$ cat src/nv_record_map.vh
// Constants for the register record store and load engine
`ifndef NV_RECORD_MAP_VH
`define NV_RECORD_MAP_VH
`define OP_STORE_SINGLE 3'h0
`define OP_STORE_MULTI 3'h1
`define OP_LOAD_SINGLE 3'h2
`define OP_LOAD_MULTI 3'h3
`define OP_WRITE_PROP 3'h4
`define PROP_START 3'h0
`define PROP_COLS 3'h1
`define PROP_ROWS 3'h2
`define PROP_END 3'h3
`define PROP_INC 3'h4
`define MAX_REGS 4'hA
`define NUM_REGS 5'h10
`define GUARD_WORD 16'h0000
`define HDR_LEN_LSB 0
`define HDR_SUM_LSB 8
`define REC_OVERHEAD 16'h0002
`define CSUM_RESET 8'h00
`define ACC_RESET 32'h00000000
`define FIFO_WIDTH 16
`define FIFO_DEPTH 4
`define FIFO_AW 2
`endif

$ cat src/word_fifo.v
// Small synchronous FIFO with valid/ready on both sides
`timescale 1ns/100ps
module word_fifo #(
  parameter WIDTH = 16,
  parameter DEPTH = 4,
  parameter AW = 2
) (
  input wire clk,
  input wire resetn,
  input wire ce,
  input wire in_valid,
  output wire in_ready,
  input wire [WIDTH-1:0] in_data,
  output wire out_valid,
  input wire out_ready,
  output wire [WIDTH-1:0] out_data
);
  reg [WIDTH-1:0] mem [0:DEPTH-1];
  reg [AW-1:0] wr_r;
  reg [AW-1:0] rd_r;
  reg [AW:0] cnt_r;
  wire push;
  wire pop;

  assign in_ready = (cnt_r != DEPTH[AW:0]);
  assign out_valid = (cnt_r != {(AW+1){1'b0}});
  assign out_data = mem[rd_r];
  assign push = in_valid & in_ready;
  assign pop = out_valid & out_ready;

  always @(posedge clk) begin
    if (ce && push) begin
      mem[wr_r] <= in_data;
    end
  end

  always @(posedge clk or negedge resetn) begin
    if (!resetn) begin
      wr_r <= {AW{1'b0}};
      rd_r <= {AW{1'b0}};
      cnt_r <= {(AW+1){1'b0}};
    end else if (ce) begin
      if (push) begin
        wr_r <= wr_r + 1'b1;
      end
      if (pop) begin
        rd_r <= rd_r + 1'b1;
      end
      if (push && !pop) begin
        cnt_r <= cnt_r + 1'b1;
      end else if (pop && !push) begin
        cnt_r <= cnt_r - 1'b1;
      end
    end
  end
endmodule

$ cat src/nv_record_engine.v
// Register record store and load engine facing non-volatile memory
// Operation
// - Record holds one to ten consecutive registers
// - Store writes header at record start
// - Header: length low byte, checksum high
// - Load checks header length, verifies checksum
// - Second record word is zero guard
// - Registers in order, two words each
// - Load count must match stored count
// - Uninitialized memory reports length error
// - Store single and store multiple operations
// - Load single and load multiple operations
// - Indirect flag uses accumulator as address
// - Length equals data words plus one
// - Each register stored as 32 bits
`timescale 1ns/100ps
`include "nv_record_map.vh"
module nv_record_engine (
  input wire clk,
  input wire resetn,
  input wire ce,
  input wire cmd_valid,
  output wire cmd_ready,
  input wire [2:0] cmd_op,
  input wire cmd_indirect,
  input wire [15:0] cmd_addr,
  input wire [3:0] cmd_reg,
  input wire [3:0] cmd_count,
  input wire [2:0] cmd_prop,
  input wire [3:0] arr_cols,
  input wire [15:0] arr_rows,
  input wire reg_wr_en,
  input wire [3:0] reg_wr_idx,
  input wire [31:0] reg_wr_data,
  input wire [3:0] reg_rd_idx,
  output reg [31:0] reg_rd_data,
  output reg [31:0] acc_r,
  output wire busy,
  output reg done_r,
  output reg err_len_r,
  output reg err_sum_r,
  output reg err_cmd_r,
  output wire mem_req,
  output wire mem_we,
  output reg [15:0] mem_addr_r,
  output wire [15:0] mem_wdata,
  input wire mem_ack,
  input wire [15:0] mem_rdata
);
  localparam ST_IDLE = 3'h0;
  localparam ST_SFILL = 3'h1;
  localparam ST_SHDR = 3'h2;
  localparam ST_LHDR = 3'h3;
  localparam ST_LDATA = 3'h4;
  localparam ST_COMMIT = 3'h5;

  reg [31:0] regs [0:15];
  reg [15:0] stage [0:20];
  reg [2:0] state_r;
  reg [15:0] start_r;
  reg [3:0] base_r;
  reg [4:0] wlen_r;
  reg [4:0] push_r;
  reg [4:0] pop_r;
  reg [7:0] csum_r;
  reg [7:0] hsum_r;
  reg [15:0] push_word;
  reg [3:0] cnt_nxt;
  reg [15:0] start_nxt;
  reg [31:0] prop_nxt;
  reg [4:0] pw;
  reg [3:0] pidx;
  wire fifo_in_valid;
  wire fifo_in_ready;
  wire fifo_out_valid;
  wire fifo_out_ready;
  wire [15:0] fifo_out_data;
  wire is_store;
  wire is_load;
  wire bad_count;
  wire commit_ok;
  wire [4:0] reg_span;
  integer i;

  // Byte-sum checksum used by both store and load paths
  function [7:0] csum_add;
    input [7:0] sum;
    input [15:0] word;
    begin
      csum_add = sum + word[7:0] + word[15:8];
    end
  endfunction

  assign is_store = (cmd_op == `OP_STORE_SINGLE) || (cmd_op == `OP_STORE_MULTI);
  assign is_load = (cmd_op == `OP_LOAD_SINGLE) || (cmd_op == `OP_LOAD_MULTI);

  assign reg_span = {1'b0, cmd_reg} + {1'b0, cnt_nxt};
  assign bad_count = (cnt_nxt == 4'h0) || (cnt_nxt > `MAX_REGS) || (reg_span > `NUM_REGS);

  always @* begin
    cnt_nxt = ((cmd_op == `OP_STORE_SINGLE) || (cmd_op == `OP_LOAD_SINGLE)) ? 4'h1 : cmd_count;
    start_nxt = cmd_indirect ? acc_r[15:0] : cmd_addr;
  end

  // geometry property select; row stride is header, guard and two words per column
  always @* begin
    case (cmd_prop)
      `PROP_START: prop_nxt = {16'h0000, cmd_addr};
      `PROP_COLS: prop_nxt = {28'h0000000, arr_cols};
      `PROP_ROWS: prop_nxt = {16'h0000, arr_rows};
      `PROP_END: prop_nxt = {16'h0000, cmd_addr} + arr_rows * ({27'h0000000, arr_cols, 1'b0} + 32'h00000002) - 32'h00000001;
      `PROP_INC: prop_nxt = {27'h0000000, arr_cols, 1'b0} + 32'h00000002;
      default: prop_nxt = acc_r;
    endcase
  end

  // guard first, registers in order, low half then high half
  always @* begin
    pw = push_r - 5'h01;
    pidx = base_r + pw[4:1];
    if (push_r == 5'h00) begin
      push_word = `GUARD_WORD;
    end else if (!pw[0]) begin
      push_word = regs[pidx][15:0];
    end else begin
      push_word = regs[pidx][31:16];
    end
  end

  assign cmd_ready = (state_r == ST_IDLE);
  assign busy = (state_r != ST_IDLE);
  assign fifo_in_valid = (state_r == ST_SFILL) && (push_r < wlen_r);
  // Memory ack drains the FIFO, so a slow memory stalls word production
  assign fifo_out_ready = (state_r == ST_SFILL) && mem_ack;
  assign mem_req = ((state_r == ST_SFILL) && fifo_out_valid) || (state_r == ST_SHDR) ||
                   (state_r == ST_LHDR) || (state_r == ST_LDATA);
  assign mem_we = (state_r == ST_SFILL) || (state_r == ST_SHDR);
  // header at record start, length low byte and checksum high byte
  assign mem_wdata = (state_r == ST_SHDR) ? {csum_r, 3'b000, wlen_r} : fifo_out_data;
  assign commit_ok = (csum_r == hsum_r);

  word_fifo #(
    .WIDTH(`FIFO_WIDTH),
    .DEPTH(`FIFO_DEPTH),
    .AW(`FIFO_AW)
  ) u_fifo (
    .clk(clk),
    .resetn(resetn),
    .ce(ce),
    .in_valid(fifo_in_valid),
    .in_ready(fifo_in_ready),
    .in_data(push_word),
    .out_valid(fifo_out_valid),
    .out_ready(fifo_out_ready),
    .out_data(fifo_out_data)
  );

  // Data registers and load staging carry no reset, only control state does
  always @(posedge clk) begin
    if (ce) begin
      if ((state_r == ST_LDATA) && mem_ack) begin
        stage[pop_r] <= mem_rdata;
      end
      // staged words reach the registers only when checksum matches
      if ((state_r == ST_COMMIT) && commit_ok) begin
        for (i = 0; i < 16; i = i + 1) begin
          if ((i >= base_r) && (i < base_r + wlen_r[4:1])) begin
            regs[i] <= {stage[2 * (i - base_r) + 2], stage[2 * (i - base_r) + 1]};
          end
        end
      end else if (reg_wr_en) begin
        regs[reg_wr_idx] <= reg_wr_data;
      end
      reg_rd_data <= regs[reg_rd_idx];
    end
  end

  always @(posedge clk or negedge resetn) begin
    if (!resetn) begin
      state_r <= ST_IDLE;
      start_r <= 16'h0000;
      base_r <= 4'h0;
      wlen_r <= 5'h00;
      push_r <= 5'h00;
      pop_r <= 5'h00;
      csum_r <= `CSUM_RESET;
      hsum_r <= `CSUM_RESET;
      mem_addr_r <= 16'h0000;
      acc_r <= `ACC_RESET;
      done_r <= 1'b0;
      err_len_r <= 1'b0;
      err_sum_r <= 1'b0;
      err_cmd_r <= 1'b0;
    end else if (ce) begin
      done_r <= 1'b0;
      case (state_r)
        ST_IDLE: begin
          if (cmd_valid) begin
            err_len_r <= 1'b0;
            err_sum_r <= 1'b0;
            err_cmd_r <= 1'b0;
            start_r <= start_nxt;
            base_r <= cmd_reg;
            // length is data words plus one
            wlen_r <= {cnt_nxt, 1'b1};
            push_r <= 5'h00;
            pop_r <= 5'h00;
            csum_r <= `CSUM_RESET;
            if (cmd_op == `OP_WRITE_PROP) begin
              acc_r <= prop_nxt;
              done_r <= 1'b1;
            end else if ((!is_store && !is_load) || bad_count) begin
              err_cmd_r <= 1'b1;
              done_r <= 1'b1;
            end else if (is_store) begin
              mem_addr_r <= start_nxt + 16'h0001;
              state_r <= ST_SFILL;
            end else begin
              mem_addr_r <= start_nxt;
              state_r <= ST_LHDR;
            end
          end
        end
        ST_SFILL: begin
          if (fifo_in_valid && fifo_in_ready) begin
            push_r <= push_r + 5'h01;
            csum_r <= csum_add(csum_r, push_word);
          end
          if (mem_ack && fifo_out_valid) begin
            pop_r <= pop_r + 5'h01;
            mem_addr_r <= mem_addr_r + 16'h0001;
            // Header goes last so its checksum covers every data word
            if (pop_r == wlen_r - 5'h01) begin
              mem_addr_r <= start_r;
              state_r <= ST_SHDR;
            end
          end
        end
        ST_SHDR: begin
          if (mem_ack) begin
            done_r <= 1'b1;
            state_r <= ST_IDLE;
          end
        end
        ST_LHDR: begin
          if (mem_ack) begin
            hsum_r <= mem_rdata[15:8];
            // header length must match the requested count
            if (mem_rdata[7:0] != {3'b000, wlen_r}) begin
              err_len_r <= 1'b1;
              done_r <= 1'b1;
              state_r <= ST_IDLE;
            end else begin
              mem_addr_r <= mem_addr_r + 16'h0001;
              state_r <= ST_LDATA;
            end
          end
        end
        ST_LDATA: begin
          if (mem_ack) begin
            // checksum accumulated over guard and data
            csum_r <= csum_add(csum_r, mem_rdata);
            pop_r <= pop_r + 5'h01;
            mem_addr_r <= mem_addr_r + 16'h0001;
            if (pop_r == wlen_r - 5'h01) begin
              state_r <= ST_COMMIT;
            end
          end
        end
        ST_COMMIT: begin
          // mismatch flags a checksum error, nothing loaded
          if (!commit_ok) begin
            err_sum_r <= 1'b1;
          end
          done_r <= 1'b1;
          state_r <= ST_IDLE;
        end
        default: begin
          state_r <= ST_IDLE;
        end
      endcase
    end
  end
endmodule

$ cat config.mk
export PLATFORM = sky130hd
export DESIGN_NAME = nv_record_engine
export DESIGN_NICKNAME = d
export VERILOG_FILES = /design/src/word_fifo.v /design/src/nv_record_engine.v
export VERILOG_INCLUDE_DIRS = /design/src
export SDC_FILE = /design/constraint.sdc
export NUM_CORES = 2
export LEC_CHECK = 0
export BUFFER_PORTS_ARGS = -buffer_cell sky130_fd_sc_hd__buf_2
export CELL_PAD_IN_SITES_DETAIL_PLACEMENT = 0
export CELL_PAD_IN_SITES_GLOBAL_PLACEMENT = 2
export CORE_ASPECT_RATIO = 2
export CORE_MARGIN = 5
export CORE_UTILIZATION = 30
export CTS_CLUSTER_DIAMETER = 50
export DETAILED_ROUTE_END_ITERATION = 10
export GPL_TIMING_DRIVEN = 0
export PLACE_DENSITY_LB_ADDON = 0.1
export SYNTH_ARGS = -nofsm -noshare
export SYNTH_HDL_FRONTEND = slang
export SYNTH_HIERARCHICAL = 1
export SYNTH_SLANG_ARGS = --single-unit
$ cat constraint.sdc
create_clock -name clk -period 13 [get_ports clk]
set_clock_uncertainty 0.1 [all_clocks]
set_input_delay 0.65 -clock clk [delete_from_list [all_inputs] [get_ports clk]]
set_output_delay 0.65 -clock clk [all_outputs]
set_load 0.01 [all_outputs]
==> flow_summary.yaml <==
run_status:
  status: "finished, violations left"
  violations: "capacitance limit"
finish:
  synthToLayoutAreaGrowth_pct: 14.59
  layout-drive-gt1-share_pct: 17.42
  nets: 7004
clocking:
  clockRootBuffer: "clkbuf_16"
  cts_sinks: 1057
  cts_tree: "built"
  cts_buffer_depth: 3
  cts_resized: 0
  cts_htree_levels: 3
  numCtsBuffers: 118
  clkTransAtPathRegs_ns: 0.06
  clk_latency_ns: 0.80
worst_hold_path:
  hold_class: "input pin to flop"
  whs_path_depth: 3
setup_path:
  cp-start-kind: "flop"
  end_kind: "flop"
  crit_arrival_ns: 10.81
  cp_num_buf_inv: 7
  cpLargestDelayFamily: "buffers and inverters"
  worst_path_max_delay_cell: "clkbuf_1"
  max_stage_delay_ns: 1.11
  crit_type: "flop to flop"
  worstPathRequired_ns: 13.60
  critPathMaxFanout: 11
  path_cells: "buf_4 -> inv_2 -> buf_1 -> ha_1 -> inv_1 -> ha_1 -> fa_1 -> clkbuf_1 -> clkbuf_2 -> clkbuf_1 -> mux4_2 -> mux4_2 -> nand2_1 -> a21oi_1 -> fa_1 -> ha_1 -> a21o_1 -> a21oi_1 -> o21bai_1 -> a21oi_1 -> xnor2_1 -> xnor2_1 -> or4_1 -> nand3_1"
  crit_cells: 24
  reg2regPathDepth: 24
drt:
  routedWlPerCell_um: 37.52
  first_pass_iters: 5
  dr.first_iter.drc_count: 7502
  drc_errors: 0
  antenna_left: 0
  wirelength_mm: 368.6
  route.vias.total: 56983
  avgViaCountPerCell: 5.800
global_routing:
  antenna_found_initial: 64
  grt_max_degree: 82
  grt_pass1_vias: 54113
  grt_pass1_wl_mm: 484.9
  grt_remaining_overflow: 0
  track_usage_pct: 29.58
yosys:
  synth_common_cells: "nand2_1, edfxtp_1, o21ai_0"
  syn_inst: 6325
  synth_seq_area_share_pct: 44.86
  synth_cell_types: 81
  synth.area.top_cells: "edfxtp_1, mux4_2, o21ai_0"
  yosysMostFrequentCell: "nand2_1"
  synthArstFlopShare_pct: 10.69
  synth_seq_cells: 1057
  synth_edf_count: 944
  ys.warnings.count: 6
  synth_nets: 6644
  syn_area_mm2: 0.06949
  syn_area_per_cell_um2: 10.99
  netlist.area_leader.share_pct: 40.79
  synth_flop_cell: "edfxtp_1"
  synth_top_area_cell: "edfxtp_1"
sta:
  min_period_ns: 10.21
  drv_slew: 0
  hold_viol_final: 0
  layout_worst_path_cycle_share_pct: 78.53
  relSlewSlack_pct: 0.2892
  fmax_mhz: 97.96
  worst_slew_pin_slew_ns: 1.490
  rsz0062_at_grt: "no"
  finalSetupViolCount: 0
  tns_ns: 0
floorplanning:
  coreArea_mm2: 0.2312
  io_pins: 217
  die_w_um: 350.3
  rows: 250
  die_area_mm2: 0.2419
  die_height_um: 690.6
  initial_utilization_pct: 30.06
place:
  io_buffers: 177
  place_congestion: 1.029
  dp_hpwl_mm: 305.3
job:
  drv_cap: 1
final cells by class:
class	count	area [µm²]
Antenna cell	11	27.53
Buffer	528	2138
Clock buffer	133	3073
Clock inverter	92	1144
Fill cell	22885	151500
Inverter	174	653.1
Multi-Input combinational cell	4566	35780
Sequential cell	1057	31170
Tap cell	3024	3784
Timing Repair Buffer	240	1857
through the flow:
step	setup slack [ns]	cell area (µm²)	cells	utilization (%)	hold WS [ns]
6_report	2.791	79630	9825	34.45	0.08365
5_1_grt	2.785	79610	9817	34.44	0.06598
4_1_cts	2.799	79570	9812	34.42	0.01490
3_5_place_dp	2.838	75310	9583	32.58	0.3606
3_3_place_gp	-1.229	74160	9526	32.08	0.3508
2_1_floorplan	6.765	69490	6325	-	0.2544
path summary, 6_finish.rpt:
check	startpoint	endpoint	slack [ns]
worst max-delay path	push_r[0]$_DFFE_PN0P_	csum_r[7]$_DFFE_PN0P_	2.79
worst min-delay path	cmd_reg[1]	base_r[1]$_DFFE_PN0P_	0.08
worst max register to register	push_r[0]$_DFFE_PN0P_	csum_r[7]$_DFFE_PN0P_	2.79
worst min register to register	acc_r[26]$_DFFE_PN0P_	acc_r[26]$_DFFE_PN0P_	0.38
max in group asynchronous	resetn	acc_r[30]$_DFFE_PN0P_	11.75
min in group asynchronous	resetn	u_fifo/wr_r[0]$_DFFE_PN0P_	0.25
state kept, by name, summed over array words and instances, names as in the netlist, 16 cells and up:
name	flops
mem_addr_r	16
stage	336
u_fifo/mem	64
regs	512
acc_r	32
reg_rd_data	32
start_r	16
metal layers:
layer	vias to the layer above	GRT usage (%)	wire [µm]	share of wire (%)
met4	20	10.06	15450	4.2
met1	29196	42.09	156700	43
met2	3232	45.82	165000	45
li1	24106	-	-	-
met5	-	0	126	0.034
met3	429	5.018	31340	8.5
placed cells by master (no fill, tap or decap), types with 31 or more instances in the layout:
cell type  synthesis  final
buf_1             82     76
nor2_1           477    459
fa_1              79     79
ha_1             127    127
xor2_1            45     45
mux4_2           454    454
buf_2             69    251
clkbuf_1         369    377
dfrtp_1          113    113
o21ai_0          871    868
nor2b_1           36     36
edfxtp_1         944    944
mux2i_1          401    401
nand3_1           31     31
o211ai_1          38     38
clkbuf_16          0    121
inv_1            170    170
and2_1            35     35
nand2b_1          60     59
nand2_1         1011   1007
xnor2_1           65     64
mux2_2           140    140
a21oi_1          441    441
kinds of logic after synthesis:
logic type	after synthesis	share of synthesized area, %
AO/OA/AOI/OAI	1509	11.71
buffers and inverters	702	3.999
XOR/XNOR	114	1.496
adder cells (fa/ha/maj)	206	4.563
multiplexers	1005	23.14
flip-flops	1057	44.86
AND/OR/NAND/NOR	1732	10.23
repair_timing:
action / in CTS / in global routing
hold buffers: 4 / 0
hold endpoints to repair: 35 / 0
setup buffers: 0 / 0
endpoints found under the setup margin: 0 / 0
worst register-to-register path: cells and delay by family, from the launching register on:
kind | cells | cell delay (ns)
AO/OA/AOI/OAI | 5 | 1.38
adder cells (fa/ha/maj) | 5 | 2.15
buffers and inverters | 7 | 4.21
multiplexers | 2 | 1.00
AND/OR/NAND/NOR | 3 | 0.62
XOR/XNOR | 2 | 0.32
flip-flops | 1 | 0.38
Power is not shown: default switching activity piles up to over one toggle a cycle in this logic, so the estimate is an artifact.
